===== src/include/dpll_pkg.sv =====
// Constants and types of the mode state controller
// Behaviour
// - Mode pins: 00 normal, 01 holdover, 10 freerun
// - State changes only at frame pulse rise
// - Normal falls to auto-holdover on bad reference
// - Auto-holdover returns to normal when reference good
// - Mode pins ignored between normal and auto-holdover
// - A state change disables phase-error correction, except from either holdover into normal
// - Entering normal from holdover follows correction pin
// - Outputs lock to reference within 30 seconds
// - Normal indicator high in normal state
// - Fast-lock request speeds locking in normal
// - Bus clocks 32.768 down to 2.048 MHz
// - T1 and DS2 clocks 3.088, 1.544, 6.312 MHz
// - 31 ns active-low frame pulse
// - 61 ns active-low frame pulse
// - 122 ns active-high pulse, sampling event
// - 244 ns active-low frame pulse
// - Receive and transmit 488 ns sync pulses
// - Normal outputs synchronous to the reference
// - Holdover indicator high in either holdover
// - Freerun indicator high in freerun state
// - Reset holds all clocks and pulses high
// - Correction pin high enables, sampled at frame
package dpll_pkg;
   localparam int CLK_KHZ = 250000;
   localparam int FRAME_US = 125;
   localparam int FRAME_CYCLES = FRAME_US * CLK_KHZ / 1000;
   localparam logic [14:0] FRAME_LAST = 15'(FRAME_CYCLES - 1);
   localparam logic signed [15:0] FRAME_LEN = 16'(FRAME_CYCLES);
   localparam logic [14:0] FRAME_HALF = 15'(FRAME_CYCLES / 2);
   // Least pulse widths in ns, rounded up to cycles
   localparam int FP31_NS = 31;
   localparam int FP61_NS = 61;
   localparam int FP122_NS = 122;
   localparam int FP244_NS = 244;
   localparam int SYNC_NS = 488;
   localparam logic [14:0] FP31_CYC = 15'((FP31_NS * CLK_KHZ + 999999) / 1000000);
   localparam logic [14:0] FP61_CYC = 15'((FP61_NS * CLK_KHZ + 999999) / 1000000);
   localparam logic [14:0] FP122_CYC = 15'((FP122_NS * CLK_KHZ + 999999) / 1000000);
   localparam logic [14:0] FP244_CYC = 15'((FP244_NS * CLK_KHZ + 999999) / 1000000);
   localparam logic [14:0] SYNC_CYC = 15'((SYNC_NS * CLK_KHZ + 999999) / 1000000);
   // Phase slew per frame and lock tolerance, in cycles
   localparam logic signed [15:0] SLOW_SLEW = 16'sh0001;
   localparam logic signed [15:0] FAST_SLEW = 16'sh0040;
   localparam logic signed [15:0] LOCK_TOL = 16'sh0002;
   // Output clock generators: 32.768 16.384 8.192 4.096 2.048 3.088 1.544 6.312
   localparam int NCO_COUNT = 8;
   localparam int NCO_W = 32;
   localparam int NCO_MSB = NCO_W - 1;
   localparam int NCO_KHZ [NCO_COUNT] = '{32768, 16384, 8192, 4096, 2048, 3088, 1544, 6312};
   typedef logic [NCO_COUNT-1:0][NCO_W-1:0] nco_word_t;
   function automatic logic [NCO_W-1:0] nco_inc(input int khz);
      nco_inc = NCO_W'((64'(khz) << NCO_W) / 64'(CLK_KHZ));
   endfunction
   // Mode pin codes
   localparam logic [1:0] MODE_NORMAL = 2'h0;
   localparam logic [1:0] MODE_HOLD = 2'h1;
   localparam logic [1:0] MODE_FREE = 2'h2;
   typedef enum logic [1:0] {
      ST_NORMAL = 2'h0,
      ST_AUTO_HOLD = 2'h1,
      ST_HOLDOVER = 2'h3,
      ST_FREERUN = 2'h2
   } dpll_state_t;
   // Reference monitor
   localparam logic [1:0] FSEL_8K = 2'h1;
   localparam logic [1:0] FSEL_1M544 = 2'h2;
   localparam logic [1:0] FSEL_2M048 = 2'h3;
   localparam int REF_8K_KHZ = 8;
   localparam int REF_1M544_KHZ = 1544;
   localparam int REF_2M048_KHZ = 2048;
   localparam logic [15:0] PER_8K = 16'(CLK_KHZ / REF_8K_KHZ);
   localparam logic [15:0] PER_1M544 = 16'(CLK_KHZ / REF_1M544_KHZ);
   localparam logic [15:0] PER_2M048 = 16'(CLK_KHZ / REF_2M048_KHZ);
   localparam logic [8:0] DIV_8K = 9'h000;
   localparam logic [8:0] DIV_1M544 = 9'h0C0;
   localparam logic [8:0] DIV_2M048 = 9'h0FF;
   localparam logic [2:0] REF_GOOD_RUN = 3'h4;
   // Register map, byte offsets
   localparam logic [3:0] REG_STATUS = 4'h0;
   localparam logic [3:0] REG_PHASE = 4'h4;
   localparam logic [3:0] REG_CTRL = 4'h8;
   localparam int CTRL_FAST = 0;
   localparam int CTRL_TIE_CLR = 1;
endpackage


===== src/include/ref_mon_if.sv =====
// Carrier from the reference monitor to the state controller
`timescale 1ns/1ps
interface ref_mon_if;
   logic ref_valid;
   logic epoch;
   modport mon (output ref_valid, output epoch);
   modport ctl (input ref_valid, input epoch);
endinterface


===== src/rtl/dpll_mode_state_control.sv =====
// Mode state controller and timing output generator
`timescale 1ns/1ps
module dpll_mode_state_control (
   input wire logic i_core_clk,
   input wire logic i_rst,
   input wire logic i_ref,
   input wire logic [1:0] i_freq_select,
   input wire logic i_mode_select_hi,
   input wire logic i_mode_select_lo,
   input wire logic i_phase_error_corr_enable,
   input wire logic i_fast_lock_request,
   input wire logic i_tie_clear_n,
   input wire logic [3:0] i_avs_address,
   input wire logic i_avs_read,
   input wire logic i_avs_write,
   input wire logic [31:0] i_avs_writedata,
   input wire logic [3:0] i_avs_byteenable,
   output logic [31:0] o_avs_readdata,
   output logic o_avs_waitrequest,
   output logic o_clk_32m768_out,
   output logic o_clk_16m384_out,
   output logic o_clk_8m192_out,
   output logic o_clk_4m096_out,
   output logic o_clk_2m048_out,
   output logic o_clk_3m088_out,
   output logic o_clk_1m544_out,
   output logic o_clk_6m312_out,
   output logic o_frame_pulse_31ns_n,
   output logic o_frame_pulse_61ns_n,
   output logic o_frame_pulse_122ns,
   output logic o_frame_pulse_244ns_n,
   output logic o_receive_sync_pulse,
   output logic o_transmit_sync_pulse,
   output logic o_normal,
   output logic o_holdover,
   output logic o_freerun,
   output logic o_lock
);
   import dpll_pkg::*;

   // Pin order in the synchroniser
   localparam int P_SEL_HI = 4;
   localparam int P_SEL_LO = 3;
   localparam int P_TIE = 2;
   localparam int P_FAST_LOCK_REQUEST = 1;
   localparam int P_TCLR_N = 0;

   typedef struct packed {
      logic [4:0] q1, q2, q3, pin;
      dpll_state_t state;
      logic tie_on;
      logic tie_capture;
      logic signed [15:0] tie_offset;
      logic signed [15:0] err;
      logic err_pending;
      logic [14:0] cnt;
      logic [14:0] frame_end;
      nco_word_t acc;
      logic [NCO_COUNT-1:0] clk;
      logic fp31_n, fp61_n, fp122, fp244_n, rsp, transmit_sync_pulse;
      logic st_normal, st_hold, st_free, lock;
      logic ctrl_fast;
      logic bus_wait;
      logic [31:0] rdata;
   } core_state_t;

   core_state_t s, next_s;
   ref_mon_if mon_if ();
   nco_word_t acc_step;
   logic frame_wrap;
   logic [1:0] mode;
   logic [14:0] next_cnt;
   logic signed [15:0] meas, corr, adj, step;
   logic to_normal, changed;
   logic bus_req, bus_accept;
   logic [31:0] rd_value;

   // ----------------------------------------------
   // Reference monitor
   // ----------------------------------------------
   ref_validity_monitor u_mon (
      .i_core_clk(i_core_clk),
      .i_rst(i_rst),
      .i_ref(i_ref),
      .i_freq_select(i_freq_select),
      .mon(mon_if.mon)
   );

   // ----------------------------------------------
   // Output clock generators
   // ----------------------------------------------
   assign frame_wrap = (s.cnt == s.frame_end);
   genvar g;
   generate
      for (g = 0; g < NCO_COUNT; g++) begin : g_nco
         // Restart at each frame boundary keeps every clock frame aligned
         assign acc_step[g] = frame_wrap ? '0 : s.acc[g] + nco_inc(NCO_KHZ[g]);
      end
   endgenerate

   // ----------------------------------------------
   // Next state
   // ----------------------------------------------
   always_comb begin
      next_s = s;
      mode = {s.pin[P_SEL_HI], s.pin[P_SEL_LO]};
      meas = '0;
      corr = '0;
      adj = '0;
      step = SLOW_SLEW;
      to_normal = 1'b0;
      changed = 1'b0;
      rd_value = '0;
      // Three-stage synchroniser, level taken when stages two and three agree
      next_s.q1 = {i_mode_select_hi, i_mode_select_lo, i_phase_error_corr_enable,
                   i_fast_lock_request, i_tie_clear_n};
      next_s.q2 = s.q1;
      next_s.q3 = s.q2;
      next_s.pin = (~(s.q2 ^ s.q3) & s.q3) | ((s.q2 ^ s.q3) & s.pin);

      // Shared frame counter
      next_cnt = frame_wrap ? '0 : s.cnt + 15'h0001;
      next_s.cnt = next_cnt;
      next_s.acc = acc_step;
      for (int i = 0; i < NCO_COUNT; i++) begin
         next_s.clk[i] = ~acc_step[i][NCO_MSB];
      end
      next_s.fp31_n = ~(next_cnt < FP31_CYC);
      next_s.fp61_n = ~(next_cnt < FP61_CYC);
      next_s.fp122 = (next_cnt < FP122_CYC);
      next_s.fp244_n = ~(next_cnt < FP244_CYC);
      next_s.rsp = (next_cnt < SYNC_CYC);
      next_s.transmit_sync_pulse = (next_cnt < SYNC_CYC);

      // Phase of the reference epoch against the frame start
      if (s.cnt < FRAME_HALF) begin
         meas = 16'(s.cnt);
      end else begin
         meas = 16'(s.cnt) - FRAME_LEN;
      end
      if (mon_if.epoch) begin
         next_s.err = meas;
         next_s.err_pending = 1'b1;
         if (s.tie_capture) begin
            next_s.tie_offset = meas;
            next_s.tie_capture = 1'b0;
         end
         corr = s.tie_on && !s.tie_capture ? meas - s.tie_offset : meas;
         next_s.lock = (s.state == ST_NORMAL) && (corr <= LOCK_TOL) && (corr >= -LOCK_TOL);
      end
      if (!s.pin[P_TCLR_N]) begin
         next_s.tie_offset = '0;
      end

      // ----------------------------------------------
      // Mode state machine, evaluated at the frame boundary
      // ----------------------------------------------
      if (frame_wrap) begin
         unique case (s.state)
            ST_NORMAL: begin
               if (mode == MODE_HOLD) begin
                  next_s.state = ST_HOLDOVER;
               end else if (mode == MODE_FREE) begin
                  next_s.state = ST_FREERUN;
               end else if (!mon_if.ref_valid) begin
                  next_s.state = ST_AUTO_HOLD;
               end
            end
            ST_AUTO_HOLD: begin
               if (mode == MODE_HOLD) begin
                  next_s.state = ST_HOLDOVER;
               end else if (mode == MODE_FREE) begin
                  next_s.state = ST_FREERUN;
               end else if (mon_if.ref_valid) begin
                  next_s.state = ST_NORMAL;
               end
            end
            ST_HOLDOVER, ST_FREERUN: begin
               if (mode == MODE_NORMAL) begin
                  next_s.state = ST_NORMAL;
               end else if (mode == MODE_HOLD) begin
                  next_s.state = ST_HOLDOVER;
               end else if (mode == MODE_FREE) begin
                  next_s.state = ST_FREERUN;
               end
            end
         endcase
         changed = (next_s.state != s.state);
         to_normal = changed && (next_s.state == ST_NORMAL) && (s.state != ST_FREERUN);
         if (to_normal) begin
            next_s.tie_on = s.pin[P_TIE];
            next_s.tie_capture = s.pin[P_TIE];
         end else if (changed) begin
            next_s.tie_on = 1'b0;
            next_s.tie_capture = 1'b0;
         end else begin
            next_s.tie_on = s.pin[P_TIE];
         end
         if (next_s.state != ST_NORMAL) begin
            next_s.lock = 1'b0;
         end

         // Slew limited frame length correction in normal state
         next_s.frame_end = FRAME_LAST;
         if (s.state == ST_NORMAL && next_s.state == ST_NORMAL
               && s.err_pending) begin
            corr = s.tie_on ? s.err - s.tie_offset : s.err;
            if (s.pin[P_FAST_LOCK_REQUEST] || s.ctrl_fast) begin
               step = FAST_SLEW;
            end
            if (corr > step) begin
               adj = step;
            end else if (corr < -step) begin
               adj = -step;
            end else begin
               adj = corr;
            end
            next_s.frame_end = 15'(16'(FRAME_LAST) + adj);
            // An epoch in the same cycle keeps its sample pending
            next_s.err_pending = mon_if.epoch;
         end
      end

      next_s.st_normal = (next_s.state == ST_NORMAL);
      next_s.st_hold = (next_s.state == ST_HOLDOVER) || (next_s.state == ST_AUTO_HOLD);
      next_s.st_free = (next_s.state == ST_FREERUN);

      // ----------------------------------------------
      // Avalon-MM slave, one wait cycle per access
      // ----------------------------------------------
      unique case (i_avs_address)
         REG_STATUS: begin
            rd_value = {25'h0000000, mode, s.tie_on, mon_if.ref_valid, s.lock, s.state};
         end
         REG_PHASE: begin
            rd_value = {{16{s.err[15]}}, s.err};
         end
         REG_CTRL: begin
            rd_value = {31'h00000000, s.ctrl_fast};
         end
         default: rd_value = '0;
      endcase
      bus_req = i_avs_read | i_avs_write;
      bus_accept = bus_req & ~s.bus_wait;
      next_s.bus_wait = ~(bus_req & s.bus_wait);
      if (i_avs_read && s.bus_wait) begin
         next_s.rdata = rd_value;
      end
      if (i_avs_write && bus_accept && i_avs_address == REG_CTRL && i_avs_byteenable[0]) begin
         next_s.ctrl_fast = i_avs_writedata[CTRL_FAST];
         if (i_avs_writedata[CTRL_TIE_CLR]) begin
            next_s.tie_offset = '0;
         end
      end

      if (i_rst) begin
         next_s = '0;
         next_s.state = ST_FREERUN;
         next_s.frame_end = FRAME_LAST;
         next_s.clk = '1;
         next_s.fp31_n = 1'b1;
         next_s.fp61_n = 1'b1;
         next_s.fp122 = 1'b1;
         next_s.fp244_n = 1'b1;
         next_s.rsp = 1'b1;
         next_s.transmit_sync_pulse = 1'b1;
         next_s.st_free = 1'b1;
         next_s.bus_wait = 1'b1;
      end
   end

   always_ff @(posedge i_core_clk) begin
      s <= next_s;
   end

   // ----------------------------------------------
   // Outputs
   // ----------------------------------------------
   assign o_avs_readdata = s.rdata;
   assign o_avs_waitrequest = s.bus_wait;
   assign o_clk_32m768_out = s.clk[0];
   assign o_clk_16m384_out = s.clk[1];
   assign o_clk_8m192_out = s.clk[2];
   assign o_clk_4m096_out = s.clk[3];
   assign o_clk_2m048_out = s.clk[4];
   assign o_clk_3m088_out = s.clk[5];
   assign o_clk_1m544_out = s.clk[6];
   assign o_clk_6m312_out = s.clk[7];
   assign o_frame_pulse_31ns_n = s.fp31_n;
   assign o_frame_pulse_61ns_n = s.fp61_n;
   assign o_frame_pulse_122ns = s.fp122;
   assign o_frame_pulse_244ns_n = s.fp244_n;
   assign o_receive_sync_pulse = s.rsp;
   assign o_transmit_sync_pulse = s.transmit_sync_pulse;
   assign o_normal = s.st_normal;
   assign o_holdover = s.st_hold;
   assign o_freerun = s.st_free;
   assign o_lock = s.lock;
endmodule


===== src/rtl/ref_validity_monitor.sv =====
// Reference input period checker and epoch marker
`timescale 1ns/1ps
module ref_validity_monitor (
   input wire logic i_core_clk,
   input wire logic i_rst,
   input wire logic i_ref,
   input wire logic [1:0] i_freq_select,
   ref_mon_if.mon mon
);
   import dpll_pkg::*;

   typedef struct packed {
      logic q1, q2, q3, lvl, lvl_d;
      logic [1:0] sel;
      logic [15:0] period;
      logic [2:0] run;
      logic [8:0] div;
      logic valid;
      logic epoch;
   } mon_state_t;

   mon_state_t s, next_s;
   logic [15:0] per_nom, per_min, per_max;
   logic [8:0] div_last;
   logic sel_ok, fall;

   always_comb begin
      next_s = s;
      per_nom = PER_2M048;
      div_last = DIV_2M048;
      sel_ok = 1'b1;
      unique case (s.sel)
         FSEL_8K: begin
            per_nom = PER_8K;
            div_last = DIV_8K;
         end
         FSEL_1M544: begin
            per_nom = PER_1M544;
            div_last = DIV_1M544;
         end
         FSEL_2M048: begin
         end
         default: sel_ok = 1'b0;
      endcase
      // Capture window of plus or minus one sixteenth
      per_min = per_nom - (per_nom >> 4);
      per_max = per_nom + (per_nom >> 4);
      next_s.q1 = i_ref;
      next_s.q2 = s.q1;
      next_s.q3 = s.q2;
      if (s.q2 == s.q3) begin
         next_s.lvl = s.q3;
      end
      next_s.lvl_d = s.lvl;
      next_s.epoch = 1'b0;
      fall = s.lvl_d & ~s.lvl;
      if (fall) begin
         next_s.period = '0;
         if (sel_ok && s.period >= per_min && s.period <= per_max) begin
            if (s.run != REF_GOOD_RUN) begin
               next_s.run = s.run + 3'h1;
            end
            next_s.valid = (next_s.run == REF_GOOD_RUN);
            if (s.div == div_last) begin
               next_s.div = '0;
               next_s.epoch = next_s.valid;
            end else begin
               next_s.div = s.div + 9'h001;
            end
         end else begin
            next_s.run = '0;
            next_s.valid = 1'b0;
            next_s.div = '0;
         end
      end else if (s.period > per_max) begin
         next_s.run = '0;
         next_s.valid = 1'b0;
         next_s.div = '0;
      end else begin
         next_s.period = s.period + 16'h0001;
      end
      if (i_rst) begin
         next_s = '0;
         next_s.sel = i_freq_select;
      end
   end

   always_ff @(posedge i_core_clk) begin
      s <= next_s;
   end

   assign mon.ref_valid = s.valid;
   assign mon.epoch = s.epoch;
endmodule


===== config.mk =====
export PLATFORM = sky130hd
export DESIGN_NAME = dpll_mode_state_control
export DESIGN_NICKNAME = d
export VERILOG_FILES = /design/src/include/dpll_pkg.sv /design/src/include/ref_mon_if.sv /design/src/rtl/dpll_mode_state_control.sv /design/src/rtl/ref_validity_monitor.sv
export SDC_FILE = /design/constraint.sdc
export NUM_CORES = 1
export LEC_CHECK = 0
export BUFFER_PORTS_ARGS = -buffer_cell sky130_fd_sc_hd__buf_4
export CORE_UTILIZATION = 32
export DETAILED_ROUTE_END_ITERATION = 10
export PLACE_DENSITY = 0.53
export SYNTH_ARGS = -nofsm -noshare
export SYNTH_HDL_FRONTEND = slang
export SYNTH_SLANG_ARGS = --single-unit

===== constraint.sdc =====
create_clock -name i_core_clk -period 4.7 [get_ports i_core_clk]
set_input_delay 0.94 -clock i_core_clk [delete_from_list [all_inputs] [get_ports i_core_clk]]
set_output_delay 0.94 -clock i_core_clk [all_outputs]
set_load 0.02 [all_outputs]

* After elaboration in Yosys (flattened, before gate mapping)
Cells that the tools add are included.
Storage, ports and cells: register bits 431, input bits 52, output and inout bits 51, word-level logic and storage cells 214
Cells by class: add/sub/neg operators 19, magnitude comparators 13, eq/ne operators 20, muxes and demuxes 56, bitwise logic cells 26, reductions and logical operators 28
Operators with widths (count):
- two-way mux 32 bit | 8
- two-way mux 16 bit | 9
- one-hot mux 32 bit (3 select lines) | 1
- two-way mux 15 bit | 6
- adder 32 x 26 -> 32 bit, second input constant | 2
- adder 32 x 27 -> 32 bit, second input constant | 2
- two-way mux 13 bit | 3
- two-way mux 34 bit | 1
- adder 32 x 25 -> 32 bit, second input constant | 1
- adder 32 x 28 -> 32 bit, second input constant | 1
- adder 32 x 29 -> 32 bit, second input constant | 1
- adder 32 x 30 -> 32 bit, second input constant | 1
- > comparator 16 bit | 2
- subtractor 16 bit | 2
- less-than comparator 15 x 5 -> 1 bit, second input constant | 2
- one-hot mux 15 bit (2 select lines) | 1
- two-way mux 2 bit | 11
- NOT 1 bit | 17
- adder 16 x 1 -> 16 bit, second input constant | 1
- adder 16 x 12 -> 16 bit | 1
- greater-or-equal comparator 16 bit | 1
- greater-or-equal comparator 16 x 2 -> 1 bit, second input constant | 1
- <= comparator 16 bit | 1
- <= comparator 16 x 3 -> 1 bit, second input constant | 1
- other kinds (45) | 85

* Longest topological paths before layout
depth in word-level cells 19, gate-level depth with buffers 26, gate-level depth less buffers 26

* By module
A second synthesis with hierarchy kept.
Second synthesis, totals: cells, all modules 2361, area total of the unflattened synthesis 19955.4 um2
By module, submodules not included:
- dpll_mode_state_control | instances 1, cells an instance 2084, area an instance 17594.4 um2, seq. area each 7206.9 um2
- ref_validity_monitor | instances 1, cells an instance 277, area an instance 2361.0 um2, seq. area each 760.7 um2

* Worst setup path before layout
No wires, ideal clock.
path type register to register, from register s[324] in the netlist's numbering, to register s (netlist bit o_lock), setup time 0.087 ns, arrival 4.559 ns, required time 4.613 ns, slack 0.054 ns, stages on the path, launching flop included 23, buffers on the path 3, cell sequence dfxtp_1 -> buf_6 -> inv_1 -> ha_1 -> a21bo_2 -> a211o_1 -> a21oi_2 -> o21ba_1 -> buf_6 -> buf_12 -> xnor2_1 -> fa_1 -> a21oi_1 -> o21bai_1 -> a2111oi_0 -> o31ai_1 -> o41ai_1 -> xnor2_1 -> mux2_2 -> a2111oi_0 -> and4_1 -> a21oi_1 -> o31ai_1
On the way: cells in the longest elaborated chain, start to end 10, elaborated cells between the ends (all ways) 13, those cells by class 2 x add/sub; 3 x order compare; 1 x eq/ne; 5 x mux; 2 x reduce/logical
RTL lines:
- start, declared | line dpll_mode_state_control.sv:67 | core_state_t s, next_s;
- start signal, assigned | line dpll_mode_state_control.sv:273 | s <= next_s;
- subtractor 15 x 15 -> 16 bit or less-than comparator 15 x 14 -> 1 bit (tied branches) | line dpll_mode_state_control.sv:139, dpll_mode_state_control.sv:136
- two-way mux 16 bit * | line dpll_mode_state_control.sv:136 | if (s.cnt < FRAME_HALF) begin
- named net meas[1] | line dpll_mode_state_control.sv:73 | logic signed [15:0] meas, corr, adj, step;
- subtractor 16 bit | line dpll_mode_state_control.sv:148 | corr = s.tie_on && !s.tie_capture ? meas - s.tie_offset : meas;
- two-way mux 16 bit * | line dpll_mode_state_control.sv:148
- <= comparator 16 x 3 -> 1 bit | line dpll_mode_state_control.sv:149 | next_s.lock = (s.state == ST_NORMAL) && (corr <= LOCK_TOL) && (corr >= -LOCK_TOL);
- logical AND 1 bit | line dpll_mode_state_control.sv:149
- logical AND 1 bit * | line dpll_mode_state_control.sv:149
- two-way mux 1 bit * | line dpll_mode_state_control.sv:141 | if (mon_if.epoch) begin
- two-way mux 1 bit | line dpll_mode_state_control.sv:199 | if (next_s.state != ST_NORMAL) begin
- two-way mux 1 bit * | line dpll_mode_state_control.sv:158 | if (frame_wrap) begin
The timed path passes the listed nets; every way through them passes the cells marked *. A chain may end at the register's enable or synchronous reset.

* Worst setup path in the final report
from register s[355] in the netlist's numbering, to register s[314] in the netlist's numbering
On the way: cells in the longest elaborated chain, start to end 9, elaborated cells between the ends (all ways) 10, those cells by class 2 x add/sub; 2 x order compare; 6 x mux
RTL lines:
- subtractor 16 bit * | line dpll_mode_state_control.sv:207 | corr = s.tie_on ? s.err - s.tie_offset : s.err;
- two-way mux 16 bit * | line dpll_mode_state_control.sv:207
- less-than comparator 16 bit | line dpll_mode_state_control.sv:213 | end else if (corr < -step) begin
- two-way mux 15 bit | line dpll_mode_state_control.sv:213
- two-way mux 15 bit * | line dpll_mode_state_control.sv:211 | if (corr > step) begin
- two-way mux 15 bit * | line dpll_mode_state_control.sv:205 | if (s.state == ST_NORMAL && next_s.state == ST_NORMAL
- two-way mux 15 bit * | line dpll_mode_state_control.sv:158
- adder 15 bit * | line dpll_mode_state_control.sv:218 | next_s.frame_end = 15'(16'(FRAME_LAST) + adj);
- two-way mux 15 bit * | line dpll_mode_state_control.sv:205
Mark *: on every way between the ends. The rest lies on a longest branch, timed or not. The select of a mux whose other input is x is not followed.

==> out/results.tsv <==
stage	metric	value	unit
synthesis	area fraction in compound gates after synthesis	0.1434	
cells_and_area	ant diodes	0	
cells_and_area	Final Core Density	0.3801	
clocking	CTS sink cnt	397	
route	DRC viols	0	
grt	Total GRT Usage	0.1407	
synthesis	Post-Synthesis Cells	2351	
route	Pre-Repair DR Iteration Count	6	
floorplanning	I/O Pins	103	
route	DR WL/cell	13.88	µm
synthesis	Mapped Area	0.01977	mm²
grt	grt total ovfl	0	
synthesis	number of flops mapped to enable cells by yosys	2	
floorplanning	die area	0.06277	mm²
pwr	Pwr Density	404.6	mW/mm²
floorplanning	die height	250.5	µm
pwr	Lkg Pwr	9.298	nW
grt	vias in the first global route	15340	
clocking	CTS Buf Count	46	
grt	global-route wire length before repair	74390	µm
synthesis	Synth area leader	dfxtp_1	
synthesis	share of the synthesized area in the top cell type	0.4000	
timing	worst rel slew slack	0.3073	
synthesis	synth warn	0	
outcome	status	finished clean	
place	DPL Wire Length	31890	µm
timing	fin crit period	4568	ps
route	vias	16100	
synthesis	ys flop type	dfxtp_1	
cells_and_area	final non-filler cell total	3241	
place	routability cong.	0.8399	
clocking	CTS tree	built	
cells_and_area	fillers	6062	
place	pre-CTS setup slack	-4.921	ps
synthesis	main combinational cell family by area after synthesis	simple AND/OR/NAND/NOR gates	
floorplanning	FP Rows	90	
worst_setup_path	Setup CP Type	reg -> reg	
synthesis	async set or reset register ratio after synthesis	0	
worst_setup_path	Worst EP arrival	5030	ps
cells_and_area	Layout Nets	2557	
worst_setup_path	Worst Path Required	5160	ps
floorplanning	Starting Density	0.3257	
route	post-DR vias/cell	4.967	
route	Iter 0 DRT Violations	859	
cells_and_area	Top reg by flops	s	
synthesis	Synth Area in Simple Gates	0.2289	
clocking	Worst-Skew Late Latency	580	ps
worst_setup_path	crit-path max FO	4	
route	drt total wl	45000	µm
timing	Hold Fails Final Rpt	0	
synthesis	Synth Area in XOR/XNOR	0.1099	
timing	max-slew violations	0	
clocking	Post-CTS Hold Fix Bufs	0	
worst_setup_path	Critical Path Slowest Stage Cell	dfxtp_2	
worst_hold_path	Hold Path Class	reg -> reg	
timing	Hold Slack	431.3	ps
floorplanning	DIE WIDTH	250.5	µm
timing	f_max	218.9	MHz
place	Port Buffers	69	
timing	fin crit share	0.9719	
clocking	Max clock buf depth	3	
timing	TNS Setup	0	ps
grt	initial antenna violation count	0	
synthesis	sequential share of the synthesized area	0.4031	
pwr	worst vdd ir	0.3252	mV
timing	Fin Clk Skew	12.75	ps
worst_setup_path	crit-path cells	ha_4 > inv_2 > fa_2 > a211o_1 > a31o_4 > xnor2_2 > nor2_2 > nor2_2 > inv_2 > ha_4 > nand2_1 > nand2_1 > o221ai_2 > o32a_1 > nor2_2 > a31oi_2 > a211o_1 > o21ai_2 > ha_2 > a21oi_2 > o21ai_2 > nand2b_1 > xnor2_1 > o21ai_1	
synthesis	Syn Nets	2487	
timing	unrepaired setup endpoints after global routing	yes	
synthesis	Mean Syn Cell Area	8.408	µm²
pwr	Power Total	9.334	mW
clocking	CTS Root Cell	clkbuf_16	
timing	final setup vio count	0	
worst_setup_path	CP peak stage delay	370	ps
place	Post-Place Cell Area	0.02117	mm²
synthesis	top cells by area, synth	dfxtp_1 (40%), nor2_1 (7.1%), xor2_1 (6.4%)	
timing	Final WS setup	132.0	ps
worst_setup_path	CP Launch Type	flop	
synthesis	mux contribution to synthesized area	0.01146	
grt	largest net degree at the start of global routing	71	
cells_and_area	layout cells sized above 1	0.1220	
clocking	H-tree lvl count	2	
flow_run	Max Cap Viol	0	
synthesis	Synth cell types	89	
synthesis	flops & latches, synth	397	
worst_setup_path	most numerous cell on the critical path	nor2_2	
clocking	CTS clk-pin slew, worst paths	60	ps
floorplanning	core area	0.06070	mm²
cells_and_area	final instance area	0.02307	mm²
cells_and_area	max reg flops	321	
route	Final ANT Viol Nets	0	
place	placed cells	3145	
cells_and_area	Area Growth Syn to Fin	16.72	%
timing	Least-Margin Pin Slew	1030	ps
worst_setup_path	critical path capture point type	flop	
synthesis	Post-Synth Adder-Cell Area	0.05393	
## layout by cell type (no fill, tap or decap), drive strengths merged, types with 7 or more instances in the layout
cell type,count
nor3b,15
and3,23
nand3,70
buf,147
o31ai,16
nand2b,27
dfxtp,395
mux2i,17
nor4,19
a21oi,135
nor2b,42
xor2,144
or2,10
o21ai,79
or4,9
clkinv,11
nand4,31
ha,82
nor2,375
and2,27
inv,82
o2111ai,9
a211oi,28
or3,38
o21a,29
nand2,192
clkbuf,60
nor3,56
a21o,23
a22oi,13
o211ai,10
xnor2,104
nand3b,10
a211o,10
a31oi,19
a21boi,7
o21bai,9
clkinvlp,7
## worst max-delay path, delay by kind of cell, from the launching register on
kind / cells / cell delay (ps)
AO/OA/AOI/OAI: 10 / 2040
adder cells (fa/ha/maj): 4 / 990
AND/OR/NAND/NOR: 6 / 610
flip-flops: 1 / 370
XOR/XNOR: 2 / 350
buffers and inverters: 2 / 100
## area by class of cell
cell class,count,area (µm²),share of cell area
multi-input cells,1749,11020,0.4778
flip-flops and latches,397,7973,0.3455
clock buffers,60,1295,0.05612
repair buffers,147,1154,0.05000
well taps,782,978.4,0.04241
clock inverters,26,349.1,0.01513
inverters,80,300.3,0.01301
## power by group
part	internal, mW	total (mW)	switching (mW)
clock	2.30	3.80	1.51
combinational	0.673	1.41	0.740
sequential	3.77	4.12	0.344
## metal layers
layer / vias up / part of all wire / global-route usage
met2: 261 / 0.46 / 0.2356
met1: 7564 / 0.47 / 0.1813
met5: - / 0 / 0
met4: 0 / 0.025 / 0.04698
met3: 75 / 0.044 / 0.02577
li1: 8197 / - / -
## cells in the mapped netlist (5+ instances only)
cell       count
clkbuf_1      71
a2111oi_0      5
inv_1         78
a21o_1        23
a21oi_1      134
nor2_1       375
a21boi_0       7
nor3_1        56
nor4_1        18
o211ai_1      10
a22oi_1       13
buf_4         34
o31ai_1       15
a211oi_1      28
xnor2_1      104
or2_2         10
o21a_1        29
nor3b_1       15
ha_1          82
o21bai_1       9
nand3_1       70
nand2_1      192
xor2_1       144
buf_2         10
o21ai_0       76
or4_1          8
or3_1         37
nand4_1       31
nand3b_1      10
a211o_1        9
and2_1        26
a31oi_1       18
and3_1        23
nand2b_1      27
nor2b_1       42
dfxtp_1      395
o2111ai_1      9
and4_1         6
mux2i_1       17
mux2_2         5
## worst paths after layout
check,end,slack [ps],from,cells past startpoint
setup / recovery,s[314]$_SDFFE_PP0N_,130,s[355]$_SDFF_PP0_,24
hold / removal,s[386]$_SDFF_PP0_,430,s[391]$_SDFF_PP0_,1
setup reg to reg,s[314]$_SDFFE_PP0N_,130,s[355]$_SDFF_PP0_,24
hold reg to reg,s[386]$_SDFF_PP0_,430,s[391]$_SDFF_PP0_,1
## timing repair
action	in CTS	in global routing
endpoints found under the hold margin	0	0
resized for setup	4	48
pin swaps	0	31
endpoints found under the setup margin	2	5
setup buffers	0	10
## kinds of logic after synthesis
kind of cell | after synthesis
adder cells (fa/ha/maj) | 84
other | 1
flip-flops | 397
AO/OA/AOI/OAI | 434
AND/OR/NAND/NOR | 960
buffers and inverters | 205
multiplexers | 22
XOR/XNOR | 248
Note: power is estimated with default switching activity, not from simulation.
